--- config.mk ---
export PLATFORM = sky130hd
export DESIGN_NAME = csm_decoder
export DESIGN_NICKNAME = d
export VERILOG_FILES = /design/src/rtl/csm_pkg.sv /design/src/rtl/csm_match_if.sv /design/src/rtl/csm_decoder.sv /design/src/rtl/csm_region_cmp.sv
export SDC_FILE = /design/constraint.sdc
export NUM_CORES = 1
export LEC_CHECK = 0
export BUFFER_PORTS_ARGS = -buffer_cell sky130_fd_sc_hd__buf_2
export CORE_AREA = 2 2 120 122
export CTS_CLUSTER_SIZE = 10
export DETAILED_ROUTE_END_ITERATION = 8
export DIE_AREA = 0 0 122 124
export GPL_ROUTABILITY_DRIVEN = 1
export PLACE_DENSITY = 0.71
export SLEW_MARGIN = 10
export SYNTH_ARGS = -nofsm -noshare
export SYNTH_HDL_FRONTEND = slang
export SYNTH_SLANG_ARGS = --single-unit
--- constraint.sdc ---
create_clock -name i_clock -period 2.5 [get_ports i_clock]
set_clock_uncertainty 0.05 [all_clocks]
set_input_delay 0.5 -clock i_clock [delete_from_list [all_inputs] [get_ports i_clock]]
set_output_delay 0.5 -clock i_clock [all_outputs]
set_load 0.1 [all_outputs]
--- src/rtl/csm_pkg.sv ---
// Purpose: Constants for the chip-select and memory map decoder.
// Assumes: 32-bit system bus address, one clock, synchronous reset.
// Notes:   Base/option layout: base[31:15] address, option[31:15] mask.
//
// Behaviour
// - Four programmable regions, four active-low selects.
// - Select zero answers everything until option zero written.
// - Reset vector low or high by prefix bit.
// - NVM enable low hides array and controls.
// - Internal NVM is sixteen 64-kilobyte blocks.
// - Peripheral bus window 0x0030_0000 to 0x0030_7FFF.
package csm_pkg;
   localparam int          NUM_REGIONS   = 4;
   localparam int          ADDR_W        = 32;
   localparam int          MATCH_LSB     = 15;
   localparam int          VALID_BIT     = 0;
   localparam int          NVM_BLOCKS    = 16;
   localparam int          NVM_BLOCK_LSB = 16;
   localparam int          NVM_BLOCK_W   = 4;
   localparam logic [31:0] NVM_BASE      = 32'h0000_0000;
   localparam logic [31:0] NVM_LAST      = 32'h000F_FFFF;
   localparam logic [31:0] NVM_CTRL_BASE = 32'h002F_C000;
   localparam logic [31:0] NVM_CTRL_LAST = 32'h002F_FFFF;
   localparam logic [31:0] PBI_BASE      = 32'h0030_0000;
   localparam logic [31:0] PBI_LAST      = 32'h0030_7FFF;
   localparam logic [31:0] VEC_LOW       = 32'h0000_0100;
   localparam logic [31:0] VEC_HIGH      = 32'hFFF0_0100;
   localparam logic [31:0] REG_RESET     = 32'h0000_0000;
   localparam logic [1:0]  REGION_BOOT   = 2'h0;
endpackage

--- src/rtl/csm_match_if.sv ---
`timescale 1ns/1ns
// Purpose: Carries the address and per-region compare results.
// Assumes: One instance between the top and the region comparator.
// Notes:   Bases and options are packed four words wide.
interface csm_match_if;
   logic [csm_pkg::ADDR_W-1:0]                         addr;
   logic [csm_pkg::NUM_REGIONS-1:0][csm_pkg::ADDR_W-1:0] base;
   logic [csm_pkg::NUM_REGIONS-1:0][csm_pkg::ADDR_W-1:0] option;
   logic [csm_pkg::NUM_REGIONS-1:0]                    hit;
   modport top (output addr, output base, output option, input hit);
   modport cmp (input addr, input base, input option, output hit);
endinterface

--- src/rtl/csm_decoder.sv ---
`timescale 1ns/1ns
// Purpose: Chip-select generation, internal decode and reset vector.
// Assumes: Address and strobe come from logic on i_clock.
// Notes:   All outputs are registered, so selects lag the address by one clock.
module csm_decoder (
   input  wire logic        i_clock,
   input  wire logic        i_rst,
   input  wire logic        i_vector_prefix_bit,
   input  wire logic        i_internal_nvm_enable,
   input  wire logic        i_bus_valid,
   input  wire logic [31:0] i_bus_addr,
   input  wire logic        i_wr_en,
   input  wire logic [1:0]  i_wr_region,
   input  wire logic        i_wr_option,
   input  wire logic [31:0] i_wr_data,
   output logic      [3:0]  o_cs_n,
   output logic             o_boot_mode,
   output logic             o_nvm_sel,
   output logic      [3:0]  o_nvm_block,
   output logic             o_nvm_ctrl_sel,
   output logic             o_pbi_sel,
   output logic      [31:0] o_reset_vector
);
   //--------------------------------------------------
   // Strap synchroniser
   //--------------------------------------------------
   // Left out of reset so the strap stands settled when reset lets go
   logic strap_meta_reg;
   logic strap_sync_reg;

   always_ff @(posedge i_clock) begin
      strap_meta_reg <= i_vector_prefix_bit;
      strap_sync_reg <= strap_meta_reg;
   end

   //--------------------------------------------------
   // Region registers
   //--------------------------------------------------
   logic [3:0][31:0] base_reg, base_next;
   logic [3:0][31:0] option_reg, option_next;
   logic             boot_reg, boot_next;
   logic             vec_cap_reg, vec_cap_next;
   logic [31:0]      vector_reg, vector_next;

   always_comb begin
      base_next    = base_reg;
      option_next  = option_reg;
      boot_next    = boot_reg;
      vec_cap_next = 1'b1;
      vector_next  = vector_reg;
      if (i_wr_en) begin
         if (i_wr_option) begin
            option_next[i_wr_region] = i_wr_data;
         end else begin
            base_next[i_wr_region] = i_wr_data;
         end
         // Writing option zero ends the global select
         if (i_wr_option && i_wr_region == csm_pkg::REGION_BOOT) begin
            boot_next = 1'b0;
         end
      end
      // Strap is caught once, on the first clock after release
      if (!vec_cap_reg) begin
         vector_next = strap_sync_reg ? csm_pkg::VEC_HIGH : csm_pkg::VEC_LOW;
      end
   end

   always_ff @(posedge i_clock) begin
      if (i_rst) begin
         base_reg    <= {csm_pkg::NUM_REGIONS{csm_pkg::REG_RESET}};
         option_reg  <= {csm_pkg::NUM_REGIONS{csm_pkg::REG_RESET}};
         boot_reg    <= 1'b1;
         vec_cap_reg <= 1'b0;
         vector_reg  <= csm_pkg::VEC_LOW;
      end else begin
         base_reg    <= base_next;
         option_reg  <= option_next;
         boot_reg    <= boot_next;
         vec_cap_reg <= vec_cap_next;
         vector_reg  <= vector_next;
      end
   end

   //--------------------------------------------------
   // Region compare
   //--------------------------------------------------
   csm_match_if m ();
   assign m.addr   = i_bus_addr;
   assign m.base   = base_reg;
   assign m.option = option_reg;
   csm_region_cmp u_cmp (
      .m (m)
   );

   //--------------------------------------------------
   // Select outputs
   //--------------------------------------------------
   logic [3:0]  cs_n_reg, cs_n_next;
   logic        nvm_reg, nvm_next;
   logic [3:0]  blk_reg, blk_next;
   logic        nvm_ctrl_reg, nvm_ctrl_next;
   logic        pbi_reg, pbi_next;
   logic        in_nvm, in_ctrl, in_pbi;

   always_comb begin
      // Offset form, so a base of zero is no always-true compare
      in_nvm  = (i_bus_addr - csm_pkg::NVM_BASE) <= (csm_pkg::NVM_LAST - csm_pkg::NVM_BASE);
      in_ctrl = i_bus_addr >= csm_pkg::NVM_CTRL_BASE && i_bus_addr <= csm_pkg::NVM_CTRL_LAST;
      in_pbi  = i_bus_addr >= csm_pkg::PBI_BASE && i_bus_addr <= csm_pkg::PBI_LAST;
      cs_n_next = 4'hF;
      if (i_bus_valid) begin
         if (boot_reg) begin
            // Only select zero drives while booting, others stay quiet
            cs_n_next[csm_pkg::REGION_BOOT] = 1'b0;
         end else begin
            cs_n_next = ~m.hit;
         end
      end
      // Disabled NVM looks absent, array and controls alike
      nvm_next      = i_bus_valid && in_nvm && i_internal_nvm_enable;
      nvm_ctrl_next = i_bus_valid && in_ctrl && i_internal_nvm_enable;
      // Sixteen 64-kilobyte blocks
      blk_next      = i_bus_addr[csm_pkg::NVM_BLOCK_LSB +: csm_pkg::NVM_BLOCK_W];
      pbi_next      = i_bus_valid && in_pbi;
   end

   always_ff @(posedge i_clock) begin
      if (i_rst) begin
         cs_n_reg     <= 4'hF;
         nvm_reg      <= 1'b0;
         blk_reg      <= 4'h0;
         nvm_ctrl_reg <= 1'b0;
         pbi_reg      <= 1'b0;
      end else begin
         cs_n_reg     <= cs_n_next;
         nvm_reg      <= nvm_next;
         blk_reg      <= blk_next;
         nvm_ctrl_reg <= nvm_ctrl_next;
         pbi_reg      <= pbi_next;
      end
   end

   assign o_cs_n         = cs_n_reg;
   assign o_boot_mode    = boot_reg;
   assign o_nvm_sel      = nvm_reg;
   assign o_nvm_block    = blk_reg;
   assign o_nvm_ctrl_sel = nvm_ctrl_reg;
   assign o_pbi_sel      = pbi_reg;
   assign o_reset_vector = vector_reg;
endmodule // csm_decoder

--- src/rtl/csm_region_cmp.sv ---
`timescale 1ns/1ns
// Purpose: Compares the bus address with every programmed region.
// Assumes: Purely combinational; the top registers the result.
// Notes:   A region without its valid bit never hits.
module csm_region_cmp (
   csm_match_if.cmp m
);
   //--------------------------------------------------
   // Region compare
   //--------------------------------------------------
   genvar g;
   generate
      for (g = 0; g < csm_pkg::NUM_REGIONS; g++) begin : g_region
         logic [csm_pkg::ADDR_W-1:csm_pkg::MATCH_LSB] mask;
         assign mask = m.option[g][csm_pkg::ADDR_W-1:csm_pkg::MATCH_LSB];
         // Masked address equals masked base
         assign m.hit[g] = m.base[g][csm_pkg::VALID_BIT]
            && (((m.addr[csm_pkg::ADDR_W-1:csm_pkg::MATCH_LSB]
                  ^ m.base[g][csm_pkg::ADDR_W-1:csm_pkg::MATCH_LSB]) & mask) == '0);
      end
   endgenerate
endmodule // csm_region_cmp

Yosys cells after proc, flatten, opt, wreduce, memory -nomap -nowiden. Index checks and enable logic that the tools add are counted.

Bits in registers: 303. Input bits: 73. Word-level logic and storage cells: 67.

Order comparisons: 7. Multiplexer cells: 7. Bitwise operators: 11. Reductions and logical operators: 23.

Operators by type and width (count): 128-bit bitwise mux (2); 17-bit bitwise AND (4); 17-bit logical NOT (4); 17-bit bitwise XOR (4); 32-bit demux with 2-bit select (1); 32-bit by 22-bit >= comparator with 1-bit output, second input constant (2); 32-bit by 22-bit <= comparator with 1-bit output, second input constant (2); 32-bit two-way mux (2); 32-bit by 20-bit <= comparator with 1-bit output, second input constant (1); 1-bit logical AND (13); 2-bit AND reduction (3); 4-bit NOT (1); 2-bit by 3-bit less-than comparator with 1-bit output, second input constant (1); 3-bit OR reduction (1); 2-bit by 1-bit >= comparator with 1-bit output, second input constant (1); 2-bit logical NOT (1); 1-bit two-way mux (2); 1-bit NOT (2); 2-bit OR reduction (1).

Logic depth before layout (Yosys ltp).
Depth in word-level cells: 6. Depth in mapped cells: 7. Mapped depth without buffers: 5.

Hierarchy. Synthesis repeated with hierarchy kept, for this count alone.

Cells, all modules: 1360. Area total of the unflattened synthesis: 10994.3 um^2.

Modules (own cells, without submodules): csm_decoder (times used 1, cells an instance 1240, area an instance 10043.4 um^2); csm_region_cmp (times used 1, cells an instance 120, area an instance 950.9 um^2).

Least setup slack after synthesis. OpenSTA, ideal clock, no wires.

Path type: register to output. Start point: register o_reset_vector[30] (netlist name). End point: output o_reset_vector[21]. Arrival: 1553 ps. Path slack: 397 ps. Stages on the path, launching flop included: 2. Path buffers: 1. Cells stage by stage: dfxtp_1 > buf_4.

RTL lines: to (decl) (line csm_decoder.sv:22) `output logic [31:0] o_reset_vector`.

==> flow_metrics.py <==
metrics = {
    "final_layout": {
        "drive_above_1_share_pct": 14.17,
        "largest_register_ffs": 72,
        "diodes": 0,
        "synthToLayoutAreaGrowth_pct": 9.764,
        "register_area_mm2": 0.003123,
        "multi_input_area_mm2": 0.003131,
        "nets": 928,
        "final_util_pct": 54.34,
        "fillers": 1326,
    },
    "pwr": {
        "pwr-share-comb_pct": 11.7,
        "p_sw_uw": 1515,
        "power_density_mw_per_mm2": 750.5,
        "ir_drop_mv": 0.4512,
        "clockPowerShare_pct": 42.3,
        "seqPwrFrac_pct": 46.0,
        "p_leak_uw": 0.002884,
        "power.share.switching_pct": 27.08,
        "p_int_uw": 4079,
    },
    "setup_path": {
        "slowest_delay_ns": 0.49,
        "setup.worst_path.start": "o_reset_vector[30]$_SDFFE_PP0N_",
        "crit_type": "reg -> out",
        "worstPathMaxFanout": 13,
        "cp_num_cells": 1,
        "crit_chain": "buf_2",
        "regToRegEndpoint": "o_cs_n[1]$_SDFF_PP1_",
        "r2r_setup_slack_ns": 0.75,
        "critPathArrivalTime_ns": 1.38,
        "r2r-start": "base_reg[53]$_SDFFE_PP0P_",
        "worst-path-buf-inv": 1,
        "required_ns": 1.95,
        "cp-start-kind": "register",
        "critPathCapture": "o_reset_vector[25]",
        "crit_path_end_kind": "primary output",
        "slowest_stage": "buf_2",
        "reg2reg_depth": 5,
        "path_delay_family": "buffers and inverters",
    },
    "sta": {
        "fin_crit_ns": 1.927,
        "max_freq_mhz": 518.9,
        "period_share_pct": 77.08,
        "drv_slew": 0,
        "worst_pin_slew_ns": 0.6725,
        "setup_viol": 0,
        "hold_viol": 0,
        "grt_setup_unrepaired": "no",
        "setup_tns_ns": 0,
        "timing.slew.headroom_pct": 55.17,
    },
    "run_status": {
        "status": "completed",
    },
    "yosys": {
        "synth_common_cells": "nand2_1, dfxtp_1, a21oi_1",
        "synthArstFlopShare_pct": 0,
        "ys_seq_area_share_pct": 45.98,
        "synth-seq-cells": 156,
        "syn_area_per_cell_um2": 8.056,
        "synthTopCellsByArea": "dfxtp_1, nand2_1, a21oi_1",
        "ys.flop_type": "dfxtp_1",
        "syn-instance-count": 843,
        "synth_top_area_cell": "dfxtp_1",
        "ys_warn_count": 0,
        "synth.top_cell.area_share_pct": 45.98,
        "netlist_area_mm2": 0.006792,
        "synth_edf_count": 0,
        "synth.distinct_cells": 32,
        "synth_most_common_cell": "nand2_1",
    },
    "grt": {
        "grt_start_max_net_pins": 147,
        "grt_pass1_vias": 5080,
        "grt_pass1_wl_um": 27590,
        "antenna_found_initial": 1,
        "grt-ovfl-total": 0,
        "grtUsageTotal_pct": 24.48,
    },
    "clocking": {
        "cts_setup_buffers": 0,
        "htreeDepth": 4,
        "clock_latency_ns": 0.42,
        "tritoncts": "yes",
        "cts_resized": 0,
        "path_clk_slew_ns": 0.05,
        "cts_buffer_depth": 2,
        "root_buffer": "clkbuf_16",
        "clock-sinks": 156,
        "cts_buffers": 17,
        "hold_buffers": 0,
    },
    "job": {
        "drv_cap": 0,
    },
    "drt": {
        "finalWirelength_um": 17530,
        "first_pass_iters": 5,
        "vias_per_cell": 5.207,
        "num_vias": 5457,
        "drt_iter0_markers": 558,
        "drtAntennaViolNets": 0,
        "avgRoutedWirePerCell_um": 16.72,
        "drcViolationCount": 0,
    },
    "floorplan": {
        "rows": 43,
        "coreArea_mm2": 0.01372,
        "die_x_um": 122,
        "initial_core_util_pct": 49.50,
        "fp.dieArea_mm2": 0.01513,
        "die_h_um": 124,
        "ioPinCount": 117,
    },
    "placement": {
        "place_congestion": 0.8517,
        "io_buffers": 68,
        "dpl.hpwl_um": 11030,
    },
    "worst_hold_path": {
        "hp-class": "in -> reg",
    },
}
## area by class of cell
class                   count  share of cell area (%)
multi-input cells         600                   41.99
flip-flops and latches    156                   41.89
clock buffers              23                   6.277
repair buffers             78                   5.774
well taps                 180                   3.021
clock inverters             9                  0.9399
inverters                   2                  0.1007
## logic make-up after synthesis
group / Yosys count / share of synthesized area (%)
AO/OA/AOI/OAI: 174 / 14.65
XOR/XNOR: 68 / 8.769
AND/OR/NAND/NOR: 337 / 21.43
other: 2 / 0.1106
multiplexers: 1 / 0.1474
flip-flops: 156 / 45.98
buffers and inverters: 105 / 8.917
## power groups by stage
stage | clock network, uW | logic [uW] | registers [uW]
finish | 2370 | 655 | 2570
CTS | 2410 | 654 | 2570
detailed placement | 0 | 652 | 2630
floorplan | 0 | 523 | 2670
global route | 2520 | 697 | 2580
global placement | 0 | 650 | 2630
## worst min path at each step
| stage | from | slack, ns | cells after the start | to |
|---|---|---|---|---|
| final | i_vector_prefix_bit | 0.14 | 1 | strap_meta_reg$_DFF_P_ |
| after global routing | i_vector_prefix_bit | 0.12 | 1 | strap_meta_reg$_DFF_P_ |
| after CTS | i_vector_prefix_bit | 0.12 | 1 | strap_meta_reg$_DFF_P_ |
| after detailed placement | strap_meta_reg$_DFF_P_ | 0.28 | 0 | strap_sync_reg$_DFF_P_ |
| after global placement | strap_meta_reg$_DFF_P_ | 0.26 | 0 | strap_sync_reg$_DFF_P_ |
| after floorplan | strap_meta_reg$_DFF_P_ | 0.26 | 0 | strap_sync_reg$_DFF_P_ |
## metal layers
| layer | vias up | track usage [%] | part of all wire (%) |
|---|---|---|---|
| li1 | 2710 | - | - |
| met1 | 2558 | 33.46 | 45 |
| met2 | 162 | 39.00 | 48 |
| met3 | 25 | 4.808 | 6.1 |
| met4 | 2 | 7.974 | 1.7 |
| met5 | - | 0 | 0.046 |
## placed cells by master, fill, tap and decap left out, drive strengths merged
cell | Yosys | final
and4 | 3 | 3
a22o | 16 | 16
nor3 | 3 | 3
nand3 | 4 | 4
a21oi | 141 | 141
clkinv | 0 | 8
nor2b | 9 | 9
nor4b | 1 | 1
or2 | 1 | 1
nor4 | 3 | 3
conb | 2 | 20
nand4 | 6 | 6
a32oi | 1 | 1
buf | 77 | 78
and3 | 1 | 1
a221oi | 16 | 16
inv | 2 | 2
nand2b | 4 | 4
or4 | 1 | 1
dfxtp | 156 | 156
nor2 | 9 | 9
xor2 | 68 | 68
nand2 | 292 | 292
mux2i | 1 | 1
clkbuf | 26 | 23
bufinv | 0 | 1
## through the flow
stage / area, um2 / power, uW / std cells / hold slack (ns) / setup slack (ns)
6_report: 7455 / 5594 / 1048 / 0.1380 / 0.5729
5_1_grt: 7455 / 5795 / 1048 / 0.1205 / 0.4793
4_1_cts: 7455 / 5637 / 1048 / 0.1221 / 0.5425
3_5_place_dp: 6917 / 3280 / 1016 / 0.2804 / 0.4108
3_3_place_gp: 6917 / 3276 / 1016 / 0.2595 / 0.4257
2_1_floorplan: 6859 / 3189 / 861 / 0.2596 / 0.3973
(Power assumes the default switching activity.)
